<file path="src/core/phyirq_pkg.sv">
// Purpose: shared constants and types of the management register slice
// Assumes: 100 MHz core clock, 5-bit management register address
// Notes:   extended registers are reached through the debug index/window pair
package phyirq_pkg;
	// ==========================================================
	// widths and addresses
	localparam int          DATA_W        = 16;
	localparam int          ADDR_W        = 5;
	localparam int          TMR_W         = 28;
	localparam int          FIFO_W        = 9;
	localparam int          FIFO_D        = 16;
	localparam logic [4:0]  REG_STATUS    = 5'h11;
	localparam logic [4:0]  REG_MASK      = 5'h12;
	localparam logic [4:0]  REG_FLAGS     = 5'h13;
	localparam logic [4:0]  REG_FALLBACK  = 5'h14;
	localparam logic [4:0]  REG_RXERR     = 5'h15;
	localparam logic [4:0]  REG_DBG_IDX   = 5'h1e;
	localparam logic [4:0]  REG_DBG_WIN   = 5'h1f;
	localparam logic [15:0] EXT_SLEEP     = 16'h0027;
	localparam logic [15:0] EXT_USER_BYTE = 16'h009f;
	localparam logic [15:0] EXT_CFG_A     = 16'h00a0;
	localparam logic [15:0] EXT_CFG_LEN   = 16'h00a1;
	localparam logic [15:0] EXT_CFG_BURST = 16'h00a2;
	// ==========================================================
	// field positions
	localparam int ST_RESOLVED = 11;
	localparam int ST_DOWNGRD  = 5;
	localparam int ST_TXPAUSE  = 3;
	localparam int ST_RXPAUSE  = 2;
	localparam int EV_ANERR    = 15;
	localparam int EV_UNUSED   = 9;
	localparam int EV_DOWNGRD  = 5;
	localparam int FB_EN       = 5;
	localparam int FB_LIM_HI   = 4;
	localparam int FB_LIM_LO   = 2;
	localparam int FB_BYP      = 1;
	localparam int SL_EN       = 15;
	localparam int SL_PULSE    = 13;
	localparam int SL_SPARE    = 12;
	localparam int CA_CHK      = 15;
	localparam int CA_GATE     = 14;
	localparam int CA_BYP      = 13;
	localparam int CA_GEN      = 12;
	localparam int CA_PRM_HI   = 11;
	localparam int CA_PRM_LO   = 8;
	localparam int CA_IPG_HI   = 7;
	localparam int CA_IPG_LO   = 4;
	localparam int CA_FORCE    = 3;
	localparam int CA_CRC      = 2;
	localparam int CA_PAY_HI   = 1;
	localparam int CA_PAY_LO   = 0;
	// ==========================================================
	// reset values and fixed codes
	localparam logic [15:0] FALLBACK_RST = 16'h082c;
	localparam logic [15:0] SLEEP_RST    = 16'h2000;
	localparam logic [15:0] CFG_A_RST    = 16'h68d0;
	localparam logic [15:0] LEN_RST      = 16'h0040;
	localparam logic [15:0] BURST_RST    = 16'h0000;
	localparam logic [15:0] CNT_MAX      = 16'hffff;
	localparam logic [3:0]  MIN_FIELD    = 4'h2;
	localparam logic [3:0]  RETRY_EXTRA  = 4'h2;
	localparam logic [1:0]  FCS_LAST     = 2'h3;
	localparam logic [31:0] FIXED_PAT    = 32'h5aa55aa5;
	localparam logic [31:0] CRC_POLY     = 32'hedb88320;
	localparam logic [31:0] CRC_INIT     = 32'hffffffff;
	localparam logic [7:0]  PRE_BYTE     = 8'h55;
	localparam logic [7:0]  SFD_BYTE     = 8'hd5;
	localparam logic [7:0]  LFSR_SEED    = 8'h01;
	localparam logic [7:0]  LFSR_TAPS    = 8'hb8;
	localparam logic [1:0]  PAY_INC      = 2'h0;
	localparam logic [1:0]  PAY_RAND     = 2'h1;
	localparam logic [1:0]  PAY_FIXED    = 2'h2;
	// ==========================================================
	// timing
	localparam int CLK_PERIOD_NS  = 10;
	localparam int STABLE_TIME_MS = 2500;
	localparam int STABLE_CYC     = STABLE_TIME_MS * (1000000 / CLK_PERIOD_NS);
	// ==========================================================
	// state machines
	typedef enum logic [1:0] {SLP_AWAKE, SLP_WAIT, SLP_ASLEEP} phyirq_slp_type;
	typedef enum logic [2:0] {GEN_IDLE, GEN_PRE, GEN_DATA, GEN_FCS, GEN_GAP} phyirq_gen_type;
endpackage

</file>
<file path="src/core/phyirq_regs.sv">
// Purpose: interrupt, fallback, error count, sleep and self-test register slice
// Assumes: management accesses arrive as one-cycle strobes synchronous to core_clk
// Notes:   the generator stream passes a 16-word FIFO before the transmit mux
//
// How it works
// - pause results reported only after negotiation; zero when speed forced
// - mask bit one lets same-position event flag signal an interrupt
// - flags for negotiation error, speed, duplex, page, link, temperature, mse
// - flags for wake, downgrade, crc, serdes link, polarity and jabber
// - any of six negotiation faults raises the negotiation error flag
// - downgrade enabled by default; written value applies at software reset
// - copper-to-fiber modes force downgrade off at software reset
// - downgrade after retry limit plus two failed attempts
// - link shorter than 2.5 s counts as failure unless bypassed
// - read value captured at read start and held stable
// - receive error tally counts rx_er rises under rx_dv, saturates, fast modes
// - debug index selects extended register reached through data window
// - sleep entered, front end off, after cable absent for timer period
// - while asleep a periodic line pulse is sent when enabled
// - asleep bit and sleep state field are readable
// - pll kept on in sleep only when keep bit is one
// - checker enable turns on both receive and transmit checkers
// - self-test clocks gated when idle and gating enabled
// - bypass one sends pin data, zero sends generated packets
// - burst zero runs continuously, else stops and self-clears enable
// - preamble length field below two is ignored
// - gap length field below two is ignored
// - burst size register gives packets per burst
// - packet length register defaults to sixty-four
// - payload selector picks increment, random, fixed pattern or user byte
// - force bit sends without link; corrupt bit sends bad crc
`timescale 1ns/10ps

// ==========================================================
// generator stream buffer
module phyirq_fifo #(
	parameter int W = 8,
	parameter int D = 16
) (
	// clock and reset
	input  wire logic         core_clk,
	input  wire logic         rst_n,
	input  wire logic         core_ce,
	// fill side
	input  wire logic         in_valid,
	output logic              in_ready,
	input  wire logic [W-1:0] in_data,
	// drain side
	output logic              out_valid,
	input  wire logic         out_ready,
	output logic [W-1:0]      out_data
);
	localparam int AW = $clog2(D);
	typedef struct packed {
		logic [D-1:0][W-1:0] mem;
		logic [AW-1:0]       wp;
		logic [AW-1:0]       rp;
		logic [AW:0]         cnt;
	} phyirq_fifo_type;
	phyirq_fifo_type s, n;
	logic push, pop;

	// honest flags straight from the occupancy count
	assign in_ready  = (s.cnt != (AW+1)'(D));
	assign out_valid = (s.cnt != '0);
	assign out_data  = s.mem[s.rp];
	assign push      = in_valid && in_ready;
	assign pop       = out_valid && out_ready;

	// pointer and count update
	always_comb begin
		n = s;
		if (push) begin
			n.mem[s.wp] = in_data;
			n.wp        = (s.wp == AW'(D-1)) ? '0 : s.wp + 1'b1;
		end
		if (pop) begin
			n.rp = (s.rp == AW'(D-1)) ? '0 : s.rp + 1'b1;
		end
		n.cnt = s.cnt + (AW+1)'(push) - (AW+1)'(pop);
	end

	always_ff @(posedge core_clk or negedge rst_n) begin
		if (!rst_n) begin
			s <= '0;
		end else if (core_ce) begin
			s <= n;
		end
	end
endmodule

// ==========================================================
// register slice top
module phyirq_regs #(
	parameter int STABLE_TICKS = phyirq_pkg::STABLE_CYC,
	parameter int UNPLUG_TICKS = 1000000,
	parameter int PULSE_TICKS  = 100000
) (
	// clock, reset, enable
	input  wire logic        core_clk,
	input  wire logic        arst_n,
	input  wire logic        core_ce,
	// management register port
	input  wire logic        mgmt_wr,
	input  wire logic        mgmt_rd,
	input  wire logic [4:0]  mgmt_addr,
	input  wire logic [15:0] mgmt_wdata,
	output logic [15:0]      mgmt_rdata_r,
	output logic             mgmt_rvalid_r,
	// event sources and negotiation status
	input  wire logic [15:0] evt_pulse,
	input  wire logic [5:0]  an_err_cause,
	input  wire logic        an_complete,
	input  wire logic        speed_forced,
	input  wire logic        pause_tx_res,
	input  wire logic        pause_rx_res,
	output logic             irq_r,
	// software reset and speed fallback
	input  wire logic        sw_reset,
	input  wire logic        copper_fiber_forced_mode,
	input  wire logic        copper_fiber_auto_mode,
	input  wire logic        an_attempt_fail,
	input  wire logic        link_up,
	output logic             downgrade_r,
	// receive error monitor
	input  wire logic        rx_er,
	input  wire logic        rx_dv,
	input  wire logic        speed_counts,
	// sleep
	input  wire logic        cable_present,
	input  wire logic        pll_keep_in,
	output logic             afe_off_r,
	output logic             pll_off_r,
	output logic             line_pulse_r,
	// self-test and transmit path
	input  wire logic [7:0]  mac_txd,
	input  wire logic        mac_tx_en,
	input  wire logic        tx_ready,
	output logic [7:0]       tx_data_r,
	output logic             tx_en_r,
	output logic             rx_chk_en_r,
	output logic             tx_chk_en_r,
	output logic             selftest_gate_r
);
	import phyirq_pkg::*;

	typedef struct packed {
		logic [15:0]    mask, flags, rxerr, dbg_idx, rdata, cfg_a, len, burst, cnt, pkt;
		logic           irq, rvalid, rx_er_q, link_q, downgraded, downgrade;
		logic           fb_en, fb_byp, eff_en, eff_byp;
		logic [2:0]     fb_lim, eff_lim;
		logic [3:0]     attempts, prm_eff, ipg_eff;
		logic [TMR_W-1:0] stab, sl_cnt;
		logic           sl_en, sl_pulse, sl_spare, afe_off, pll_off, line_pulse;
		phyirq_slp_type sl_st;
		phyirq_gen_type gen_st;
		logic [7:0]     user, lfsr, tx_data;
		logic [31:0]    crc;
		logic           tx_en, rx_chk, tx_chk, gate;
	} phyirq_state_type;

	phyirq_state_type s, n;
	logic [1:0]        rst_q;
	logic              rst_n;
	logic              push_v, push_en, f_ready, f_valid, f_pop;
	logic [7:0]        push_byte;
	logic [FIFO_W-1:0] f_data;
	logic [31:0]       fcs;
	logic [15:0]       ext_q, rd_mux;
	logic              link_fail;

	// two-stage release of the asynchronous reset
	always_ff @(posedge core_clk or negedge arst_n) begin
		if (!arst_n) begin
			rst_q <= 2'b00;
		end else begin
			rst_q <= {rst_q[0], 1'b1};
		end
	end
	assign rst_n = rst_q[1];

	// bytewise reflected crc32 step
	function automatic logic [31:0] crc_step(input logic [31:0] c, input logic [7:0] d);
		logic [31:0] r;
		r = c ^ {24'h000000, d};
		for (int i = 0; i < 8; i++) begin
			r = r[0] ? ((r >> 1) ^ CRC_POLY) : (r >> 1);
		end
		return r;
	endfunction

	phyirq_fifo #(.W(FIFO_W), .D(FIFO_D)) u_fifo (
		.core_clk  (core_clk),
		.rst_n     (rst_n),
		.core_ce   (core_ce),
		.in_valid  (push_v),
		.in_ready  (f_ready),
		.in_data   ({push_en, push_byte}),
		.out_valid (f_valid),
		.out_ready (f_pop),
		.out_data  (f_data)
	);
	// generated stream drains only in test mode
	assign f_pop = !s.cfg_a[CA_BYP] && tx_ready;
	// bad-crc mode sends the uninverted register so the check fails
	assign fcs   = s.cfg_a[CA_CRC] ? s.crc : ~s.crc;

	// extended register read through the debug window
	always_comb begin
		case (s.dbg_idx)
			EXT_SLEEP:     ext_q = {s.sl_en, pll_keep_in, s.sl_pulse, s.sl_spare, 6'h00,
			                        (s.sl_st == SLP_ASLEEP), 1'b0, 4'(s.sl_st)};
			EXT_USER_BYTE: ext_q = {8'h00, s.user};
			EXT_CFG_A:     ext_q = s.cfg_a;
			EXT_CFG_LEN:   ext_q = s.len;
			EXT_CFG_BURST: ext_q = s.burst;
			default:       ext_q = 16'h0000;
		endcase
		case (mgmt_addr)
			REG_STATUS: begin
				rd_mux = 16'h0000;
				rd_mux[ST_RESOLVED] = an_complete || speed_forced;
				rd_mux[ST_DOWNGRD]  = s.downgraded;
				rd_mux[ST_TXPAUSE]  = pause_tx_res && an_complete && !speed_forced;
				rd_mux[ST_RXPAUSE]  = pause_rx_res && an_complete && !speed_forced;
			end
			REG_MASK:     rd_mux = s.mask;
			REG_FLAGS:    rd_mux = s.flags;
			REG_FALLBACK: begin
				rd_mux = FALLBACK_RST;
				rd_mux[FB_EN] = s.fb_en;
				rd_mux[FB_LIM_HI:FB_LIM_LO] = s.fb_lim;
				rd_mux[FB_BYP] = s.fb_byp;
			end
			REG_RXERR:    rd_mux = s.rxerr;
			REG_DBG_IDX:  rd_mux = s.dbg_idx;
			REG_DBG_WIN:  rd_mux = ext_q;
			default:      rd_mux = 16'h0000;
		endcase
	end

	// generator byte source, one byte per accepted push
	always_comb begin
		push_v    = 1'b0;
		push_en   = 1'b1;
		push_byte = 8'h00;
		case (s.gen_st)
			GEN_PRE: begin
				push_v    = 1'b1;
				push_byte = (s.cnt[3:0] == s.prm_eff - 1'b1) ? SFD_BYTE : PRE_BYTE;
			end
			GEN_DATA: begin
				push_v = 1'b1;
				case (s.cfg_a[CA_PAY_HI:CA_PAY_LO])
					PAY_INC:   push_byte = s.cnt[7:0];
					PAY_RAND:  push_byte = s.lfsr;
					PAY_FIXED: push_byte = 8'(FIXED_PAT >> {~s.cnt[1:0], 3'b000});
					default:   push_byte = s.user;
				endcase
			end
			GEN_FCS: begin
				push_v    = 1'b1;
				push_byte = 8'(fcs >> {s.cnt[1:0], 3'b000});
			end
			GEN_GAP: begin
				push_v  = 1'b1;
				push_en = 1'b0;
			end
			default: push_v = 1'b0;
		endcase
	end

	assign link_fail = an_attempt_fail || (s.link_q && !link_up && !s.eff_byp &&
	                   (s.stab < TMR_W'(STABLE_TICKS)));

	// next state of the whole slice
	always_comb begin
		n           = s;
		n.rvalid    = 1'b0;
		n.downgrade = 1'b0;
		n.line_pulse = 1'b0;
		// sticky flags: a new event beats a clear by read in the same cycle
		if (mgmt_rd && mgmt_addr == REG_FLAGS) begin
			n.flags = 16'h0000;
		end
		n.flags = n.flags | (evt_pulse & ~(16'h0001 << EV_UNUSED));
		n.flags[EV_ANERR] = n.flags[EV_ANERR] | (|an_err_cause);
		// speed fallback, settings applied at software reset
		n.link_q = link_up;
		n.stab   = !link_up ? '0 : (s.stab == '1 ? s.stab : s.stab + 1'b1);
		if (s.link_q && s.stab >= TMR_W'(STABLE_TICKS)) begin
			n.attempts = '0;
		end
		if (s.eff_en && link_fail) begin
			if (s.attempts + 1'b1 >= {1'b0, s.eff_lim} + RETRY_EXTRA) begin
				n.attempts   = '0;
				n.downgrade  = 1'b1;
				n.downgraded = 1'b1;
				n.flags[EV_DOWNGRD] = 1'b1;
			end else begin
				n.attempts = s.attempts + 1'b1;
			end
		end
		if (sw_reset) begin
			n.eff_en  = s.fb_en && !copper_fiber_forced_mode && !copper_fiber_auto_mode;
			n.eff_lim = s.fb_lim;
			n.eff_byp = s.fb_byp;
			n.attempts   = '0;
			n.downgraded = 1'b0;
		end
		// receive error tally on each rising rx_er inside a frame
		n.rx_er_q = rx_er;
		if (speed_counts && rx_dv && rx_er && !s.rx_er_q && s.rxerr != CNT_MAX) begin
			n.rxerr = s.rxerr + 1'b1;
		end
		// sleep controller
		case (s.sl_st)
			SLP_AWAKE: begin
				n.sl_cnt = '0;
				if (s.sl_en && !cable_present) begin
					n.sl_st = SLP_WAIT;
				end
			end
			SLP_WAIT: begin
				n.sl_cnt = s.sl_cnt + 1'b1;
				if (!s.sl_en || cable_present) begin
					n.sl_st = SLP_AWAKE;
				end else if (s.sl_cnt >= TMR_W'(UNPLUG_TICKS - 1)) begin
					n.sl_st  = SLP_ASLEEP;
					n.sl_cnt = '0;
				end
			end
			SLP_ASLEEP: begin
				n.sl_cnt = s.sl_cnt + 1'b1;
				if (!s.sl_en || cable_present) begin
					n.sl_st = SLP_AWAKE;
				end else if (s.sl_cnt >= TMR_W'(PULSE_TICKS - 1)) begin
					n.sl_cnt     = '0;
					n.line_pulse = s.sl_pulse;
				end
			end
			default: n.sl_st = SLP_AWAKE;
		endcase
		n.afe_off = (n.sl_st == SLP_ASLEEP);
		n.pll_off = (n.sl_st == SLP_ASLEEP) && !pll_keep_in;
		// packet generator; stalls whenever the buffer is full
		case (s.gen_st)
			GEN_IDLE: begin
				n.cnt = '0;
				n.crc = CRC_INIT;
				if (!s.cfg_a[CA_GEN]) begin
					n.pkt = '0;
				end else if (link_up || s.cfg_a[CA_FORCE]) begin
					n.gen_st = GEN_PRE;
				end
			end
			GEN_PRE: if (f_ready) begin
				n.cnt = s.cnt + 1'b1;
				if (s.cnt[3:0] == s.prm_eff - 1'b1) begin
					n.gen_st = GEN_DATA;
					n.cnt    = '0;
				end
			end
			GEN_DATA: if (f_ready) begin
				n.crc  = crc_step(s.crc, push_byte);
				n.lfsr = {s.lfsr[6:0], ^(s.lfsr & LFSR_TAPS)};
				n.cnt  = s.cnt + 1'b1;
				if (s.cnt + 1'b1 >= s.len) begin
					n.gen_st = GEN_FCS;
					n.cnt    = '0;
				end
			end
			GEN_FCS: if (f_ready) begin
				n.cnt = s.cnt + 1'b1;
				if (s.cnt[1:0] == FCS_LAST) begin
					n.gen_st = GEN_GAP;
					n.cnt    = '0;
				end
			end
			GEN_GAP: if (f_ready) begin
				n.cnt = s.cnt + 1'b1;
				if (s.cnt[3:0] == s.ipg_eff - 1'b1) begin
					n.gen_st = GEN_IDLE;
					n.pkt    = s.pkt + 1'b1;
					if (s.burst != '0 && s.pkt + 1'b1 == s.burst) begin
						n.cfg_a[CA_GEN] = 1'b0;
						n.pkt = '0;
					end
				end
			end
			default: n.gen_st = GEN_IDLE;
		endcase
		// management writes
		if (mgmt_wr) begin
			case (mgmt_addr)
				REG_MASK: n.mask = mgmt_wdata;
				REG_FALLBACK: begin
					n.fb_en  = mgmt_wdata[FB_EN];
					n.fb_lim = mgmt_wdata[FB_LIM_HI:FB_LIM_LO];
					n.fb_byp = mgmt_wdata[FB_BYP];
				end
				REG_DBG_IDX: n.dbg_idx = mgmt_wdata;
				REG_DBG_WIN: begin
					case (s.dbg_idx)
						EXT_SLEEP: begin
							n.sl_en    = mgmt_wdata[SL_EN];
							n.sl_pulse = mgmt_wdata[SL_PULSE];
							n.sl_spare = mgmt_wdata[SL_SPARE];
						end
						EXT_USER_BYTE: n.user = mgmt_wdata[7:0];
						EXT_CFG_A: begin
							n.cfg_a = mgmt_wdata;
							if (mgmt_wdata[CA_PRM_HI:CA_PRM_LO] >= MIN_FIELD) begin
								n.prm_eff = mgmt_wdata[CA_PRM_HI:CA_PRM_LO];
							end
							if (mgmt_wdata[CA_IPG_HI:CA_IPG_LO] >= MIN_FIELD) begin
								n.ipg_eff = mgmt_wdata[CA_IPG_HI:CA_IPG_LO];
							end
						end
						EXT_CFG_LEN:   n.len   = mgmt_wdata;
						EXT_CFG_BURST: n.burst = mgmt_wdata;
						default:       n.user  = s.user;
					endcase
				end
				default: n.mask = s.mask;
			endcase
		end
		// read data captured once at the start of the read
		if (mgmt_rd) begin
			n.rdata  = rd_mux;
			n.rvalid = 1'b1;
		end
		n.irq    = |(n.flags & n.mask);
		n.rx_chk = n.cfg_a[CA_CHK];
		n.tx_chk = n.cfg_a[CA_CHK];
		n.gate   = n.cfg_a[CA_GATE] && !n.cfg_a[CA_CHK] && n.cfg_a[CA_BYP] && !n.cfg_a[CA_GEN];
		// transmit mux: pins in normal mode, buffered stream in test mode
		if (s.cfg_a[CA_BYP]) begin
			n.tx_data = mac_txd;
			n.tx_en   = mac_tx_en;
		end else begin
			n.tx_data = f_data[7:0];
			n.tx_en   = f_valid && tx_ready && f_data[FIFO_W-1];
		end
	end

	// single state register; reset values come from the package
	always_ff @(posedge core_clk or negedge rst_n) begin
		if (!rst_n) begin
			s          <= '0;
			s.fb_en    <= FALLBACK_RST[FB_EN];
			s.fb_lim   <= FALLBACK_RST[FB_LIM_HI:FB_LIM_LO];
			s.eff_en   <= FALLBACK_RST[FB_EN];
			s.eff_lim  <= FALLBACK_RST[FB_LIM_HI:FB_LIM_LO];
			s.sl_pulse <= SLEEP_RST[SL_PULSE];
			s.cfg_a    <= CFG_A_RST;
			s.prm_eff  <= CFG_A_RST[CA_PRM_HI:CA_PRM_LO];
			s.ipg_eff  <= CFG_A_RST[CA_IPG_HI:CA_IPG_LO];
			s.len      <= LEN_RST;
			s.burst    <= BURST_RST;
			s.lfsr     <= LFSR_SEED;
			s.crc      <= CRC_INIT;
			s.sl_st    <= SLP_AWAKE;
			s.gen_st   <= GEN_IDLE;
		end else if (core_ce) begin
			s <= n;
		end
	end

	assign mgmt_rdata_r    = s.rdata;
	assign mgmt_rvalid_r   = s.rvalid;
	assign irq_r           = s.irq;
	assign downgrade_r     = s.downgrade;
	assign afe_off_r       = s.afe_off;
	assign pll_off_r       = s.pll_off;
	assign line_pulse_r    = s.line_pulse;
	assign tx_data_r       = s.tx_data;
	assign tx_en_r         = s.tx_en;
	assign rx_chk_en_r     = s.rx_chk;
	assign tx_chk_en_r     = s.tx_chk;
	assign selftest_gate_r = s.gate;
endmodule

</file>
<file path="config.mk">
export PLATFORM = sky130hd
export DESIGN_NAME = phyirq_regs
export DESIGN_NICKNAME = d
export VERILOG_FILES = /design/src/core/phyirq_pkg.sv /design/src/core/phyirq_regs.sv
export SDC_FILE = /design/constraint.sdc
export NUM_CORES = 1
export LEC_CHECK = 0
export BUFFER_PORTS_ARGS = -buffer_cell sky130_fd_sc_hd__buf_2
export CORE_MARGIN = 5
export CORE_UTILIZATION = 40
export DETAILED_ROUTE_END_ITERATION = 12
export GPL_TIMING_DRIVEN = 1
export MAX_ROUTING_LAYER = met4
export PLACE_DENSITY_LB_ADDON = 0.08
export SLEW_MARGIN = 20
export SYNTH_ARGS = -nofsm -noshare
export SYNTH_HDL_FRONTEND = slang
export SYNTH_SLANG_ARGS = --single-unit
</file>
<file path="constraint.sdc">
create_clock -name core_clk -period 19 [get_ports core_clk]
set_input_delay 0.95 -clock core_clk [delete_from_list [all_inputs] [get_ports core_clk]]
set_output_delay 0.95 -clock core_clk [all_outputs]
set_load 0.005 [all_outputs]
</file>
==> metrics <==
ys flop type=dfrtp_1; Worst-Margin Slew=1.127 ns; # clock sinks=between 400 and 500; CP max FO=15; post-CTS setup buffers=0; worst reg2reg path depth=13; cts hold-fix bufs=0; dpl hpwl=approximately 49000 um; Core Region=62850 um^2; initial core utilization=40.25%; PD cells=roughly 130 nW/um^2; CTS H-tree depth=2; Antenna diodes=0; Peak VDD IR=0.07818 mV; CP Capture Type=flop; adder-cell share of the synthesized area=2.394%; Hold Fails Final Rpt=0; total die area=68370 um^2; delay-heaviest family, CP=simple AND/OR/NAND/NOR gates; GRT Overall Usage=21.22%; Post-Route WL=between 70000 and 80000 um; Design Power=3.684 mW; first-pass GRT wire length=111400 um; number of core rows=92; minimum clock period=4.664 ns; detailed-route DRC error count=0; most numerous cell in the Yosys netlist=dfrtp_1; CTS Root Buffer Type=clkbuf_16; Layout Nets=about 2600; total gr overflow=0; largest net degree at the start of global routing=87; type of origin of the critical path=flop; synthesis-stage register bit count=472; Post-Synth Simple-Gate Area=roughly 14%; # resized after CTS=0; clk_lat worst skew=0.62 ns; Setup Skew=0.02980 ns; Post-Synth XOR/XNOR Area=7.360%; final setup fails=0; CTS clk-pin slew, worst paths=0.06 ns; pre-CTS WS=14.32 ns; Slew headroom=24.34%; top cell type by total area after synthesis=dfrtp_1; number of global-route vias before repair=between 15000 and 20000; share of the core filled with cells=roughly 45%; Netlist cell types=94; ys async rst share=100.0%; Slew Viols, Final=0; GP Congestion=between 0.8 and 0.9; WP data required=19.49 ns; CP max-delay cell=dfrtp_1; crit path kind=reg -> reg; post-synthesis compound-gate area fraction=13.48%; run status=completed; crit path buf inv count=0; Post-synth top cells=421 x dfrtp_1, 347 x nand2_1, 223 x o21ai_0; FMAX=214.4 MHz; Seq/Total Area, Yosys=46.95%; antenna violations before repair=0; synthesized instance count=2455; EDFF count, synth=0; leakage power=12.46 nW; ratio of cells with drive above 1 in the final layout=19.00%; die width=261.5 um; Wirelength per Cell=20.91 um; 1st-iter DRT viols=1359; period utilization=24.55%; CTS tree=done; post-synth top area share=41.65%; mux share of post-synthesis cell area=11.42%; worst r2r dst=s[176]; setup TNS=0 ns; synthesized area per cell=10.30 um^2; ranking of synthesized cells by area=dfrtp_1 42%, dfstp_2 5.3%, nand2_1 5.1%, mux2_2 5.1%, mux4_2 5.0%; Worst Hold Class=in -> async; RSZ-0062 raised after global routing=false; max-cap viol count=0; drt pass-1 iters=7; post-synthesis cell area=25300 um^2; setup ws final=14.34 ns; buffer levels on the longest clock path=3; CP Cell Sequence=ha_1 -> nand3_1 -> nor2_1 -> nand4_1 -> or3_1 -> xnor2_1 -> ha_1 -> and3_1 -> o21ai_0 -> a2bb2oi_1 -> nand2_1 -> or3_1 -> a32o_1; vias per inst=5.492; r2r startpoint=s[172]; Detail Route Antenna Nets=0; CP arrival=5.16 ns; Ports=106; syn_nets=2574; area delta synth->final=11.59%; routed vias=18490; Port Buffers=104; R2R Setup Slk=between 10 and 15 ns; Inserted Clock Buffers=55; CP max stage delay=0.88 ns; main combinational cell family by area after synthesis=simple AND/OR/NAND/NOR gates; die height=261.5 um; Ys Warns=0; Min Hold Slack=0.1215 ns
## worst max-delay path by stage
stage	startpoint	end	slack [ns]	cells after the start
floorplan	rst_q[1]	afe_off_r	4.96	0
CTS	s[172]	s[176]	14.27	13
finish	s[172]	s[176]	14.34	13
global placement	s[172]	s[178]	14.30	13
detailed placement	s[172]	s[176]	14.32	13
global route	s[172]	s[176]	13.95	13
## layer usage
layer | part of all wire [%] | GRT usage [%] | vias up
met5 | 0 | - | -
met4 | 2.7 | 5.489 | 0
met3 | 3.9 | 2.844 | 92
met2 | 47 | 33.52 | 337
met1 | 47 | 29.22 | 9301
li1 | - | - | 8763
## logic make-up (layout without fill, tap and decap cells)
group,count (synthesis),count (layout)
compound gates,524,524
buf+inv,226,292
xor+xnor,189,189
simple gates,794,794
mux,201,201
other cells,1,1
flops,472,472
fa+ha+maj,48,48
## cells in the final DEF, fill, tap and decap left out, drive strengths merged, types with 8 or more instances in the layout
master / n
or3: 13
a22oi: 14
a221o: 10
o311ai: 8
inv: 60
a21o: 16
nand4: 29
nor3: 35
and2: 23
a222oi: 9
o32ai: 8
nand2b: 16
o22a: 15
clkinv: 9
nor4: 30
dfstp: 51
a21oi: 93
a211o: 13
nand3: 51
mux2i: 29
dfrtp: 421
o31ai: 8
nor2b: 15
clkbuf: 82
and3: 29
ha: 46
mux2: 114
mux4: 58
nor2: 163
a22o: 41
buf: 132
a211oi: 9
xnor2: 110
and4: 10
o21ai: 230
nand2: 347
or2: 12
xor2: 74
## state kept, by name, summed over array words and instances, names as in the netlist, 2 cells and up
name and cells:
mgmt_rdata_r 16, rst_q 2, s 281, tx_data_r 8, u_fifo.s 157
## per-stage QoR
stage | area (um^2) | instances
3_5_place_dp | 26350 | 3267
4_1_cts | 28220 | 3367
3_3_place_gp | 26340 | 3267
2_1_floorplan | 25300 | 2455
6_report | 28230 | 3367
5_1_grt | 28230 | 3367
## cell type report
type | count | area [um^2]
fill | 5993 | 34620
multi-input combinational | 1757 | 12460
sequential | 472 | 11880
clock buffer | 82 | 1558
tap | 846 | 1059
timing repair buffer | 132 | 734.5
clock inverter | 18 | 312.8
inverter | 60 | 225.2
## power breakdown
group          total [mW]  internal [mW]  leakage (nW)  switching (mW)
logic                1.23          0.592          5.55           0.635
clock network        1.09          0.651         0.896           0.442
registers            1.36           1.21          6.01           0.155
total                3.68           2.45          12.5            1.23
Power figures use the tool's default switching activity.
